<file path="src/verilog/serial_pkg.sv">
`default_nettype none
package serial_pkg;
  localparam int NUM_CH = 2;
  localparam int ADDR_W = 18;
  localparam int DATA_W = 32;
  localparam int IDX_W  = 16;
  localparam int ADR_LSB = 2;
  localparam int REL_W  = 10;
  localparam int DIV_W  = 5;
  localparam int TMR_W  = 17;

  // register indices; byte address is four times the index
  localparam logic [IDX_W-1:0] CTRL_IDX [NUM_CH] = '{16'h0098, 16'h00B9};
  localparam logic [IDX_W-1:0] BUF_IDX  [NUM_CH] = '{16'h0099, 16'h00BA};
  localparam logic [IDX_W-1:0] FAST_IDX [NUM_CH] = '{16'h00D8, 16'h00BD};
  localparam logic [IDX_W-1:0] RELL_IDX [NUM_CH] = '{16'h8068, 16'h00BB};
  localparam logic [IDX_W-1:0] RELH_IDX [NUM_CH] = '{16'h8069, 16'h00BC};

  // control register fields
  localparam int MODE_BIT = 7;
  localparam int IE_BIT   = 6;
  localparam int MPE_BIT  = 5;
  localparam int REN_BIT  = 4;
  localparam int TB8_BIT  = 3;
  localparam int RB8_BIT  = 2;
  localparam int TI_BIT   = 1;
  localparam int RI_BIT   = 0;
  localparam int FAST_EN_BIT = 7;

  // reset values
  localparam logic [7:0]       BYTE_RST = 8'h00;
  localparam logic [REL_W-1:0] REL_RST  = 10'h000;
  localparam logic [DIV_W-1:0] DIV_RST  = 5'h00;

  // baud and frame figures
  localparam logic [TMR_W-1:0] SLOW_MULT   = 17'h00020;
  localparam logic [TMR_W-1:0] RELOAD_SPAN = 17'h00400;
  localparam logic [3:0] BITS_NINE  = 4'h9;
  localparam logic [3:0] BITS_EIGHT = 4'h8;

  typedef enum logic [3:0] {
    TX_IDLE = 4'b0001, TX_START = 4'b0010, TX_DATA = 4'b0100, TX_STOP = 4'b1000
  } tx_state_t;

  typedef enum logic [3:0] {
    RX_IDLE = 4'b0001, RX_START = 4'b0010, RX_DATA = 4'b0100, RX_STOP = 4'b1000
  } rx_state_t;
endpackage
`default_nettype wire

</file>
<file path="src/verilog/dual_async_serial_transceiver.sv">
// Behaviour
// - two identical full-duplex channels, each holding one received byte meanwhile
// - frame mode bit: 0 selects nine data bits, 1 selects eight
// - normal bit time is 32 times (1024 minus reload) clocks
// - buffer write sends start 0, data LSB first, ninth bit in nine-bit mode only, stop 1
// - receiver syncs on RX falling edge, stores byte and ninth bit
// - eight-bit mode: received ninth-bit flag takes the stop bit
// - nine-bit multiprocessor filter flags only frames whose ninth bit is 1
// - channel interrupt enable gates done flags onto interrupt request
// - frames are received only while receive enable is 1
// - done flags read 1 when set, cleared only by writing 1
// - buffer read returns the last received byte, not the sent one
// - fast baud: bit time is (divider+1) times (1024 minus reload)
//
// Chosen here: the Wishbone interface to the registers.
`timescale 1ns/10ps
`default_nettype none
module dual_async_serial_transceiver
(
  input  wire logic                            clk_i,
  input  wire logic                            rst_i,
  input  wire logic                            cyc_i,
  input  wire logic                            stb_i,
  input  wire logic                            we_i,
  input  wire logic [serial_pkg::ADDR_W-1:0]   adr_i,
  input  wire logic [3:0]                      sel_i,
  input  wire logic [serial_pkg::DATA_W-1:0]   dat_i,
  output var  logic [serial_pkg::DATA_W-1:0]   dat_o,
  output var  logic                            ack_o,
  input  wire logic [serial_pkg::NUM_CH-1:0]   rxd_i,
  output var  logic [serial_pkg::NUM_CH-1:0]   txd_o,
  output var  logic [serial_pkg::NUM_CH-1:0]   irq_o
);
  import serial_pkg::*;

  // register index match on the word address
  function automatic logic idx_hit(input logic [ADDR_W-1:0] adr,
                                   input logic [IDX_W-1:0] idx);
    idx_hit = (adr[ADDR_W-1:ADR_LSB] == idx);
  endfunction

  // bit time in clocks for either baud scheme
  function automatic logic [TMR_W-1:0] bit_period(input logic fast,
                                                  input logic [DIV_W-1:0] div,
                                                  input logic [REL_W-1:0] rel);
    logic [TMR_W-1:0] span;
    span = RELOAD_SPAN - TMR_W'(rel);
    bit_period = fast ? TMR_W'(span * (TMR_W'(div) + 17'h00001))
                      : TMR_W'(span * SLOW_MULT);
  endfunction

  logic                req;
  logic                wr_go;
  logic                stall;
  logic                issue;
  logic [7:0]          rd_byte;
  logic [NUM_CH-1:0]   hit_ctrl;
  logic [NUM_CH-1:0]   hit_buf;
  logic [NUM_CH-1:0]   hit_fast;
  logic [NUM_CH-1:0]   hit_rell;
  logic [NUM_CH-1:0]   hit_relh;
  logic [NUM_CH-1:0]   buf_full;
  logic [7:0]          ctrl_rd [NUM_CH];
  logic [7:0]          fast_rd [NUM_CH];
  logic [7:0]          rell_rd [NUM_CH];
  logic [7:0]          relh_rd [NUM_CH];
  logic [7:0]          rxbuf_rd [NUM_CH];

  // bus strobes; a write lands on the edge that sees ack high
  assign req   = cyc_i & stb_i;
  assign wr_go = req & we_i & ack_o & sel_i[0];
  assign stall = we_i & |(hit_buf & buf_full);
  assign issue = req & ~ack_o & ~stall;

  // read data selection
  always_comb
  begin
    rd_byte = BYTE_RST;
    for (int c = 0; c < NUM_CH; c++)
    begin
      if (hit_ctrl[c]) rd_byte = ctrl_rd[c];
      if (hit_buf[c])  rd_byte = rxbuf_rd[c];
      if (hit_fast[c]) rd_byte = fast_rd[c];
      if (hit_rell[c]) rd_byte = rell_rd[c];
      if (hit_relh[c]) rd_byte = relh_rd[c];
    end
  end

  // one-wait-state slave; unmapped addresses ack with zero
  always_ff @(posedge clk_i)
  begin
    if (rst_i)
    begin
      ack_o <= 1'b0;
      dat_o <= '0;
    end
    else
    begin
      ack_o <= issue;
      if (issue)
        dat_o <= {24'h000000, rd_byte};
    end
  end

  // one identical transceiver per channel
  generate
    for (genvar c = 0; c < NUM_CH; c++)
    begin : g_ch
      logic                frame_mode_select;
      logic                channel_irq_enable;
      logic                multiproc_filter_enable;
      logic                receive_enable_bit;
      logic                tx_ninth_bit;
      logic                rx_ninth_bit;
      logic                tx_done_flag;
      logic                rx_done_flag;
      logic                fast_baud_enable;
      logic [DIV_W-1:0]    fast_baud_divider;
      logic [REL_W-1:0]    baud_reload_value;
      logic [7:0]          rx_byte;
      logic [8:0]          fifo_mem [2];
      logic                fifo_wp;
      logic                fifo_rp;
      logic [1:0]          fifo_cnt;
      tx_state_t           tx_state;
      logic [TMR_W-1:0]    tx_tmr;
      logic [3:0]          tx_cnt;
      logic [8:0]          tx_sh;
      rx_state_t           rx_state;
      logic [TMR_W-1:0]    rx_tmr;
      logic [3:0]          rx_cnt;
      logic [8:0]          rx_sh;
      logic                rx_prev;
      logic                w_ctrl;
      logic                w_buf;
      logic [TMR_W-1:0]    period;
      logic [TMR_W-1:0]    half;
      logic [3:0]          last_bit;
      logic                fifo_valid;
      logic                fifo_pop;
      logic                tx_tick;
      logic                tx_end;
      logic                rx_tick;
      logic                rx_half;
      logic                rx_fall;
      logic                rx_done;
      logic                rx_keep;

      // address decode and write strobes
      assign hit_ctrl[c] = idx_hit(adr_i, CTRL_IDX[c]);
      assign hit_buf[c]  = idx_hit(adr_i, BUF_IDX[c]);
      assign hit_fast[c] = idx_hit(adr_i, FAST_IDX[c]);
      assign hit_rell[c] = idx_hit(adr_i, RELL_IDX[c]);
      assign hit_relh[c] = idx_hit(adr_i, RELH_IDX[c]);
      assign w_ctrl = wr_go & hit_ctrl[c];
      assign w_buf  = wr_go & hit_buf[c];

      // register read images
      assign ctrl_rd[c] = {frame_mode_select, channel_irq_enable, multiproc_filter_enable,
                           receive_enable_bit, tx_ninth_bit, rx_ninth_bit,
                           tx_done_flag, rx_done_flag};
      assign fast_rd[c]  = {fast_baud_enable, 2'b00, fast_baud_divider};
      assign rell_rd[c]  = baud_reload_value[7:0];
      assign relh_rd[c]  = {6'b000000, baud_reload_value[REL_W-1:8]};
      assign rxbuf_rd[c] = rx_byte;

      // bit timing and frame length
      assign period   = bit_period(fast_baud_enable, fast_baud_divider, baud_reload_value);
      assign half     = (period > 17'h00001) ? (period >> 1) : 17'h00001;
      assign last_bit = (frame_mode_select ? BITS_EIGHT : BITS_NINE) - 4'h1;
      assign tx_tick  = (tx_tmr >= period - 17'h00001);
      assign rx_tick  = (rx_tmr >= period - 17'h00001);
      assign rx_half  = (rx_tmr >= half - 17'h00001);

      // two-entry transmit buffer; a full buffer stalls the bus ack
      assign buf_full[c] = fifo_cnt[1];
      assign fifo_valid  = (fifo_cnt != 2'b00);
      assign fifo_pop    = fifo_valid & (tx_state == TX_IDLE);

      // event strobes
      assign tx_end  = (tx_state == TX_STOP) & tx_tick;
      assign rx_fall = rx_prev & ~rxd_i[c];
      assign rx_done = (rx_state == RX_STOP) & rx_tick;
      assign rx_keep = rx_done & (frame_mode_select | ~multiproc_filter_enable
                                  | rx_sh[8]);

      // control register; hardware set wins over a software clear
      always_ff @(posedge clk_i)
      begin
        if (rst_i)
        begin
          {frame_mode_select, channel_irq_enable, multiproc_filter_enable,
           receive_enable_bit, tx_ninth_bit} <= BYTE_RST[7:3];
          rx_ninth_bit <= 1'b0;
          tx_done_flag <= 1'b0;
          rx_done_flag <= 1'b0;
        end
        else
        begin
          if (w_ctrl)
          begin
            frame_mode_select       <= dat_i[MODE_BIT];
            channel_irq_enable      <= dat_i[IE_BIT];
            multiproc_filter_enable <= dat_i[MPE_BIT];
            receive_enable_bit      <= dat_i[REN_BIT];
            tx_ninth_bit            <= dat_i[TB8_BIT];
          end
          if (rx_keep)
            rx_ninth_bit <= frame_mode_select ? rxd_i[c] : rx_sh[8];
          else if (w_ctrl)
            rx_ninth_bit <= dat_i[RB8_BIT];
          tx_done_flag <= tx_end | (tx_done_flag & ~(w_ctrl & dat_i[TI_BIT]));
          rx_done_flag <= rx_keep | (rx_done_flag & ~(w_ctrl & dat_i[RI_BIT]));
        end
      end

      // baud registers and received byte
      always_ff @(posedge clk_i)
      begin
        if (rst_i)
        begin
          fast_baud_enable  <= 1'b0;
          fast_baud_divider <= DIV_RST;
          baud_reload_value <= REL_RST;
          rx_byte           <= BYTE_RST;
        end
        else
        begin
          if (wr_go & hit_fast[c])
          begin
            fast_baud_enable  <= dat_i[FAST_EN_BIT];
            fast_baud_divider <= dat_i[DIV_W-1:0];
          end
          if (wr_go & hit_rell[c])
            baud_reload_value[7:0] <= dat_i[7:0];
          if (wr_go & hit_relh[c])
            baud_reload_value[REL_W-1:8] <= dat_i[REL_W-9:0];
          if (rx_keep)
            rx_byte <= rx_sh[7:0];
        end
      end

      // transmit buffer storage, ninth bit captured with the byte
      always_ff @(posedge clk_i)
      begin
        if (rst_i)
        begin
          fifo_wp  <= 1'b0;
          fifo_rp  <= 1'b0;
          fifo_cnt <= 2'b00;
        end
        else
        begin
          if (w_buf)
          begin
            fifo_mem[fifo_wp] <= {tx_ninth_bit, dat_i[7:0]};
            fifo_wp <= ~fifo_wp;
          end
          if (fifo_pop)
            fifo_rp <= ~fifo_rp;
          fifo_cnt <= fifo_cnt + {1'b0, w_buf} - {1'b0, fifo_pop};
        end
      end

      // transmitter: start, data LSB first, stop
      always_ff @(posedge clk_i)
      begin
        if (rst_i)
        begin
          tx_state <= TX_IDLE;
          txd_o[c] <= 1'b1;
          tx_tmr   <= '0;
          tx_cnt   <= 4'h0;
          tx_sh    <= 9'h000;
        end
        else
        begin
          tx_tmr <= tx_tick ? '0 : tx_tmr + 17'h00001;
          unique case (tx_state)
            TX_IDLE:
            begin
              tx_tmr <= '0;
              if (fifo_valid)
              begin
                tx_sh    <= fifo_mem[fifo_rp];
                txd_o[c] <= 1'b0;
                tx_state <= TX_START;
              end
            end
            TX_START:
              if (tx_tick)
              begin
                txd_o[c] <= tx_sh[0];
                tx_sh    <= tx_sh >> 1;
                tx_cnt   <= 4'h0;
                tx_state <= TX_DATA;
              end
            TX_DATA:
              if (tx_tick)
              begin
                if (tx_cnt == last_bit)
                begin
                  txd_o[c] <= 1'b1;
                  tx_state <= TX_STOP;
                end
                else
                begin
                  txd_o[c] <= tx_sh[0];
                  tx_sh    <= tx_sh >> 1;
                  tx_cnt   <= tx_cnt + 4'h1;
                end
              end
            TX_STOP:
              if (tx_tick)
                tx_state <= TX_IDLE;
          endcase
        end
      end

      // receiver: mid-bit sampling, aborted when reception is disabled
      always_ff @(posedge clk_i)
      begin
        if (rst_i)
        begin
          rx_state <= RX_IDLE;
          rx_prev  <= 1'b1;
          rx_tmr   <= '0;
          rx_cnt   <= 4'h0;
          rx_sh    <= 9'h000;
        end
        else
        begin
          rx_prev <= rxd_i[c];
          rx_tmr  <= rx_tmr + 17'h00001;
          if (!receive_enable_bit)
            rx_state <= RX_IDLE;
          else
          begin
            unique case (rx_state)
              RX_IDLE:
              begin
                rx_tmr <= '0;
                if (rx_fall)
                  rx_state <= RX_START;
              end
              RX_START:
                if (rx_half)
                begin
                  rx_tmr   <= '0;
                  rx_cnt   <= 4'h0;
                  rx_sh    <= 9'h000;
                  rx_state <= rxd_i[c] ? RX_IDLE : RX_DATA;
                end
              RX_DATA:
                if (rx_tick)
                begin
                  rx_tmr <= '0;
                  rx_sh[rx_cnt] <= rxd_i[c];
                  rx_cnt <= rx_cnt + 4'h1;
                  if (rx_cnt == last_bit)
                    rx_state <= RX_STOP;
                end
              RX_STOP:
                if (rx_tick)
                  rx_state <= RX_IDLE;
            endcase
          end
        end
      end

      // interrupt request per channel
      always_ff @(posedge clk_i)
      begin
        if (rst_i)
          irq_o[c] <= 1'b0;
        else
          irq_o[c] <= channel_irq_enable & (tx_done_flag | rx_done_flag);
      end
    end
  endgenerate
endmodule // dual_async_serial_transceiver
`default_nettype wire

</file>
<file path="config.mk">
export PLATFORM = sky130hd
export DESIGN_NAME = dual_async_serial_transceiver
export DESIGN_NICKNAME = d
export VERILOG_FILES = /design/src/verilog/serial_pkg.sv /design/src/verilog/dual_async_serial_transceiver.sv
export SDC_FILE = /design/constraint.sdc
export NUM_CORES = 1
export LEC_CHECK = 0
export BUFFER_PORTS_ARGS = -buffer_cell sky130_fd_sc_hd__clkbuf_2
export CORE_ASPECT_RATIO = 0.75
export CORE_UTILIZATION = 63
export CTS_BUF_LIST = sky130_fd_sc_hd__clkbuf_16
export CTS_CLUSTER_SIZE = 10
export DETAILED_ROUTE_END_ITERATION = 8
export PLACE_DENSITY_LB_ADDON = 0.05
export SLEW_MARGIN = 0
export SYNTH_ARGS = -nofsm -noshare
export SYNTH_HDL_FRONTEND = slang
export SYNTH_SLANG_ARGS = --single-unit
</file>
<file path="constraint.sdc">
create_clock -name clk_i -period 10.42 [get_ports clk_i]
set_input_delay 1.042 -clock clk_i [delete_from_list [all_inputs] [get_ports clk_i]]
set_output_delay 1.042 -clock clk_i [all_outputs]
set_load 0.02 [all_outputs]
</file>
==> results.sh <==
export IMPL_firstDrtPassIters=7
export IMPL_setup_tns_ps=0
export IMPL_clock_sinks=261
export IMPL_num_vias=17300
export IMPL_overflow=0
export IMPL_power_density_nw_per_um2=98.4
export IMPL_fmax_ghz=0.102
export IMPL_syn2layout_area_growth_pct=7.40
export IMPL_skew_ps=13.3
export IMPL_drt_first_iter_violations=1559
export IMPL_yosysUniqueCellTypes=101
export IMPL_cap_violations=0
export IMPL_path_max_fanout=14
export IMPL_yosysWarnings=0
export IMPL_synthTopCellsByArea="dfxtp_1, ha_1, fa_1"
export IMPL_hold_ws_ps=463
export IMPL_start_util_pct=64.5
export IMPL_grt_pass1_wl_mm=82.5
export IMPL_synth_edf_count=36
export IMPL_ys_top_cells_by_count="nor2_1, dfxtp_1, ha_1"
export IMPL_startpoint_type="flop"
export IMPL_cpMaxStageDelayCell="fa_1"
export IMPL_routedWlPerCell_um=18.1
export IMPL_tritoncts="done"
export IMPL_critPathBufInv=3
export IMPL_clk_latency_ps=580
export IMPL_grt_pass1_vias=16200
export IMPL_worstHoldStart="g_ch[0].rx_sh[0]"
export IMPL_hold_path_class="reg2reg"
export IMPL_grt_total_usage_pct=30.8
export IMPL_cts_buffer_depth=3
export IMPL_rsz0062_at_grt="false"
export IMPL_p_comb_share_pct=6.6
export IMPL_clk_pin_slew_ps=60
export IMPL_core_area_um2=31500
export IMPL_antenna_cells=0
export IMPL_hold_viol=0
export IMPL_via_per_inst=6.16
export IMPL_seqPwrFrac_pct=49.1
export IMPL_die_y_um=158
export IMPL_p_int_mw=1.62
export IMPL_synthCells=2371
export IMPL_synth_top_area_share_pct=22.1
export IMPL_ys_flop_type="dfxtp_1"
export IMPL_avgSynthCellArea_um2=8.58
export IMPL_grt_max_degree=72
export IMPL_die_area_um2=33000
export IMPL_finalCriticalPeriod_ps=9820
export IMPL_startpoint="g_ch[0].baud_reload_value[0]"
export IMPL_path_class="reg2reg"
export IMPL_cts_inserted_buffers=31
export IMPL_finalSetupViolCount=0
export IMPL_syn_cell_area_um2=20300
export IMPL_switching_share_pct=24.9
export IMPL_yosysMostFrequentCell="nor2_1"
export IMPL_fin_util_pct=69.3
export IMPL_leakagePower_nw=9.80
export IMPL_drive_above_1_share_pct=8.10
export IMPL_cpPeakStageDelay_ps=540
export IMPL_p_clk_share_pct=44.3
export IMPL_dp_hpwl_mm=39.5
export IMPL_worst_slew_pin_slew_ps=1230
export IMPL_fin_nets=2737
export IMPL_hold_buffers=0
export IMPL_htree_levels=1
export IMPL_cp_arrival_ps=10270
export IMPL_io_pin_count=98
export IMPL_pre_cts_slack_ps=246
export IMPL_fp_dieW_um=210
export IMPL_yosys_area_top_type="dfxtp_1"
export IMPL_max_slew_margin_rel_pct=17.6
export IMPL_finalWorstSetupSlack_ps=596
export IMPL_wl_mm=51.1
export IMPL_timing_rr_start="g_ch[0].baud_reload_value[0]"
export IMPL_drcViolationCount=0
export IMPL_drv_slew=0
export IMPL_synth_seq_area_share_pct=27.4
export IMPL_cts_root_buf="clkbuf_16"
export IMPL_crit_family="adder cells"
export IMPL_p_total_mw=2.15
export IMPL_gp_congestion=0.932
export IMPL_required_ps=10870
export IMPL_synthArstFlopShare_pct=0
export IMPL_power_switching_mw=0.535
export IMPL_ant_nets=0
export IMPL_grt_antenna_before_repair=1
export IMPL_ir_worst_vdd_uv=141
export IMPL_io_buffer_count=44
export IMPL_period_share_pct=94.3
export IMPL_run_status="finished, final reports clean"
export IMPL_cp_end_kind="flop"
export IMPL_rows=56
export IMPL_yosys_register_bits=261
## flip-flops by register name (all words and copies together), names as in the netlist, 10 cells and up, named ones only
| register | cells |
|---|---|
| g_ch.tx_sh | 18 |
| g_ch.rx_sh | 18 |
| g_ch.fast_baud_divider | 10 |
| g_ch.fifo_mem | 36 |
| g_ch.rx_tmr | 34 |
| g_ch.tx_tmr | 34 |
| g_ch.baud_reload_value | 20 |
| g_ch.rx_byte | 16 |
## repair_timing
item,4_1_cts,5_1_grt
setup buffers,0,4
setup endpoints to repair,0,63
resized for setup,0,14
## cell type report
| type | count | area [µm²] |
|---|---|---|
| multi-input cells | 1899 | 14000 |
| fillers | 2539 | 9680 |
| flip-flops and latches | 261 | 5590 |
| clock buffers | 31 | 776 |
| well taps | 406 | 508 |
| inverters | 127 | 477 |
| repair buffers | 74 | 448 |
| clock inverters | 15 | 82.6 |
## kinds of logic after synthesis
kind of cell / after synthesis / synth area share, %
other: 1 / 0.0184
xor gates and xnor gates: 165 / 7.45
and+or+nand+nor: 918 / 21.6
buffers and inverters: 234 / 4.79
DFF: 261 / 27.4
adders and majority gates: 282 / 19.9
muxes: 94 / 4.68
AOI/OAI and AO/OA: 416 / 14.1
## cells in the final DEF, fill, tap and decap left out, types with 21 or more instances in the layout
| master | count |
|---|---|
| nor2_1 | 369 |
| dfxtp_1 | 225 |
| ha_1 | 212 |
| nand2_1 | 172 |
| inv_1 | 133 |
| a21oi_1 | 103 |
| nand3_1 | 92 |
| xnor2_1 | 87 |
| mux2i_1 | 85 |
| o21ai_0 | 77 |
| fa_1 | 70 |
| xor2_1 | 67 |
| clkbuf_2 | 43 |
| nor3_1 | 42 |
| edfxtp_1 | 36 |
| clkbuf_16 | 31 |
| buf_4 | 31 |
| a21o_1 | 29 |
| and3_1 | 28 |
| nand4_1 | 27 |
| nand2b_1 | 27 |
| o21a_1 | 25 |
| nor2b_1 | 24 |
| conb_1 | 24 |
| or3_1 | 23 |
| or2_2 | 21 |
## metrics by stage
stage               cell area [µm²]  cells
floorplan                     20400   2394
detailed placement            20900   2763
CTS                           21700   2809
finish                        21900   2813
global route                  21900   2813
global placement              20900   2763
## per-layer routing
layer  track usage, %  routed length (µm)  up-vias
li1                 -                   -     8354
met2             46.0               21100      678
met4             7.19                 943        2
met1             46.0               24200     8207
met5                0                   8        -
met3             5.49                4780       83
## power by group through the flow
stage	combinational, mW	sequential [mW]	clock, mW
2_1_floorplan	0.105	1.07	0
3_3_place_gp	0.135	1.08	0
3_5_place_dp	0.139	1.08	0
4_1_cts	0.140	1.06	0.960
5_1_grt	0.156	1.06	1.01
6_report	0.142	1.06	0.952
## worst min-delay path, stage by stage (launching register included)
cell and delay (ps):
dfxtp_1 300, nand2_1 50, mux2i_1 60
## worst paths after layout
kind                            slack, ps  cells past startpoint          endpoint
worst max register to register        600                     36  g_ch[0].rx_sh[7]
worst min-delay path                  460                      2  g_ch[0].rx_sh[0]
worst max-delay path                  600                     36  g_ch[0].rx_sh[7]
worst min register to register        460                      2  g_ch[0].rx_sh[0]
(Power assumes the default switching activity.)
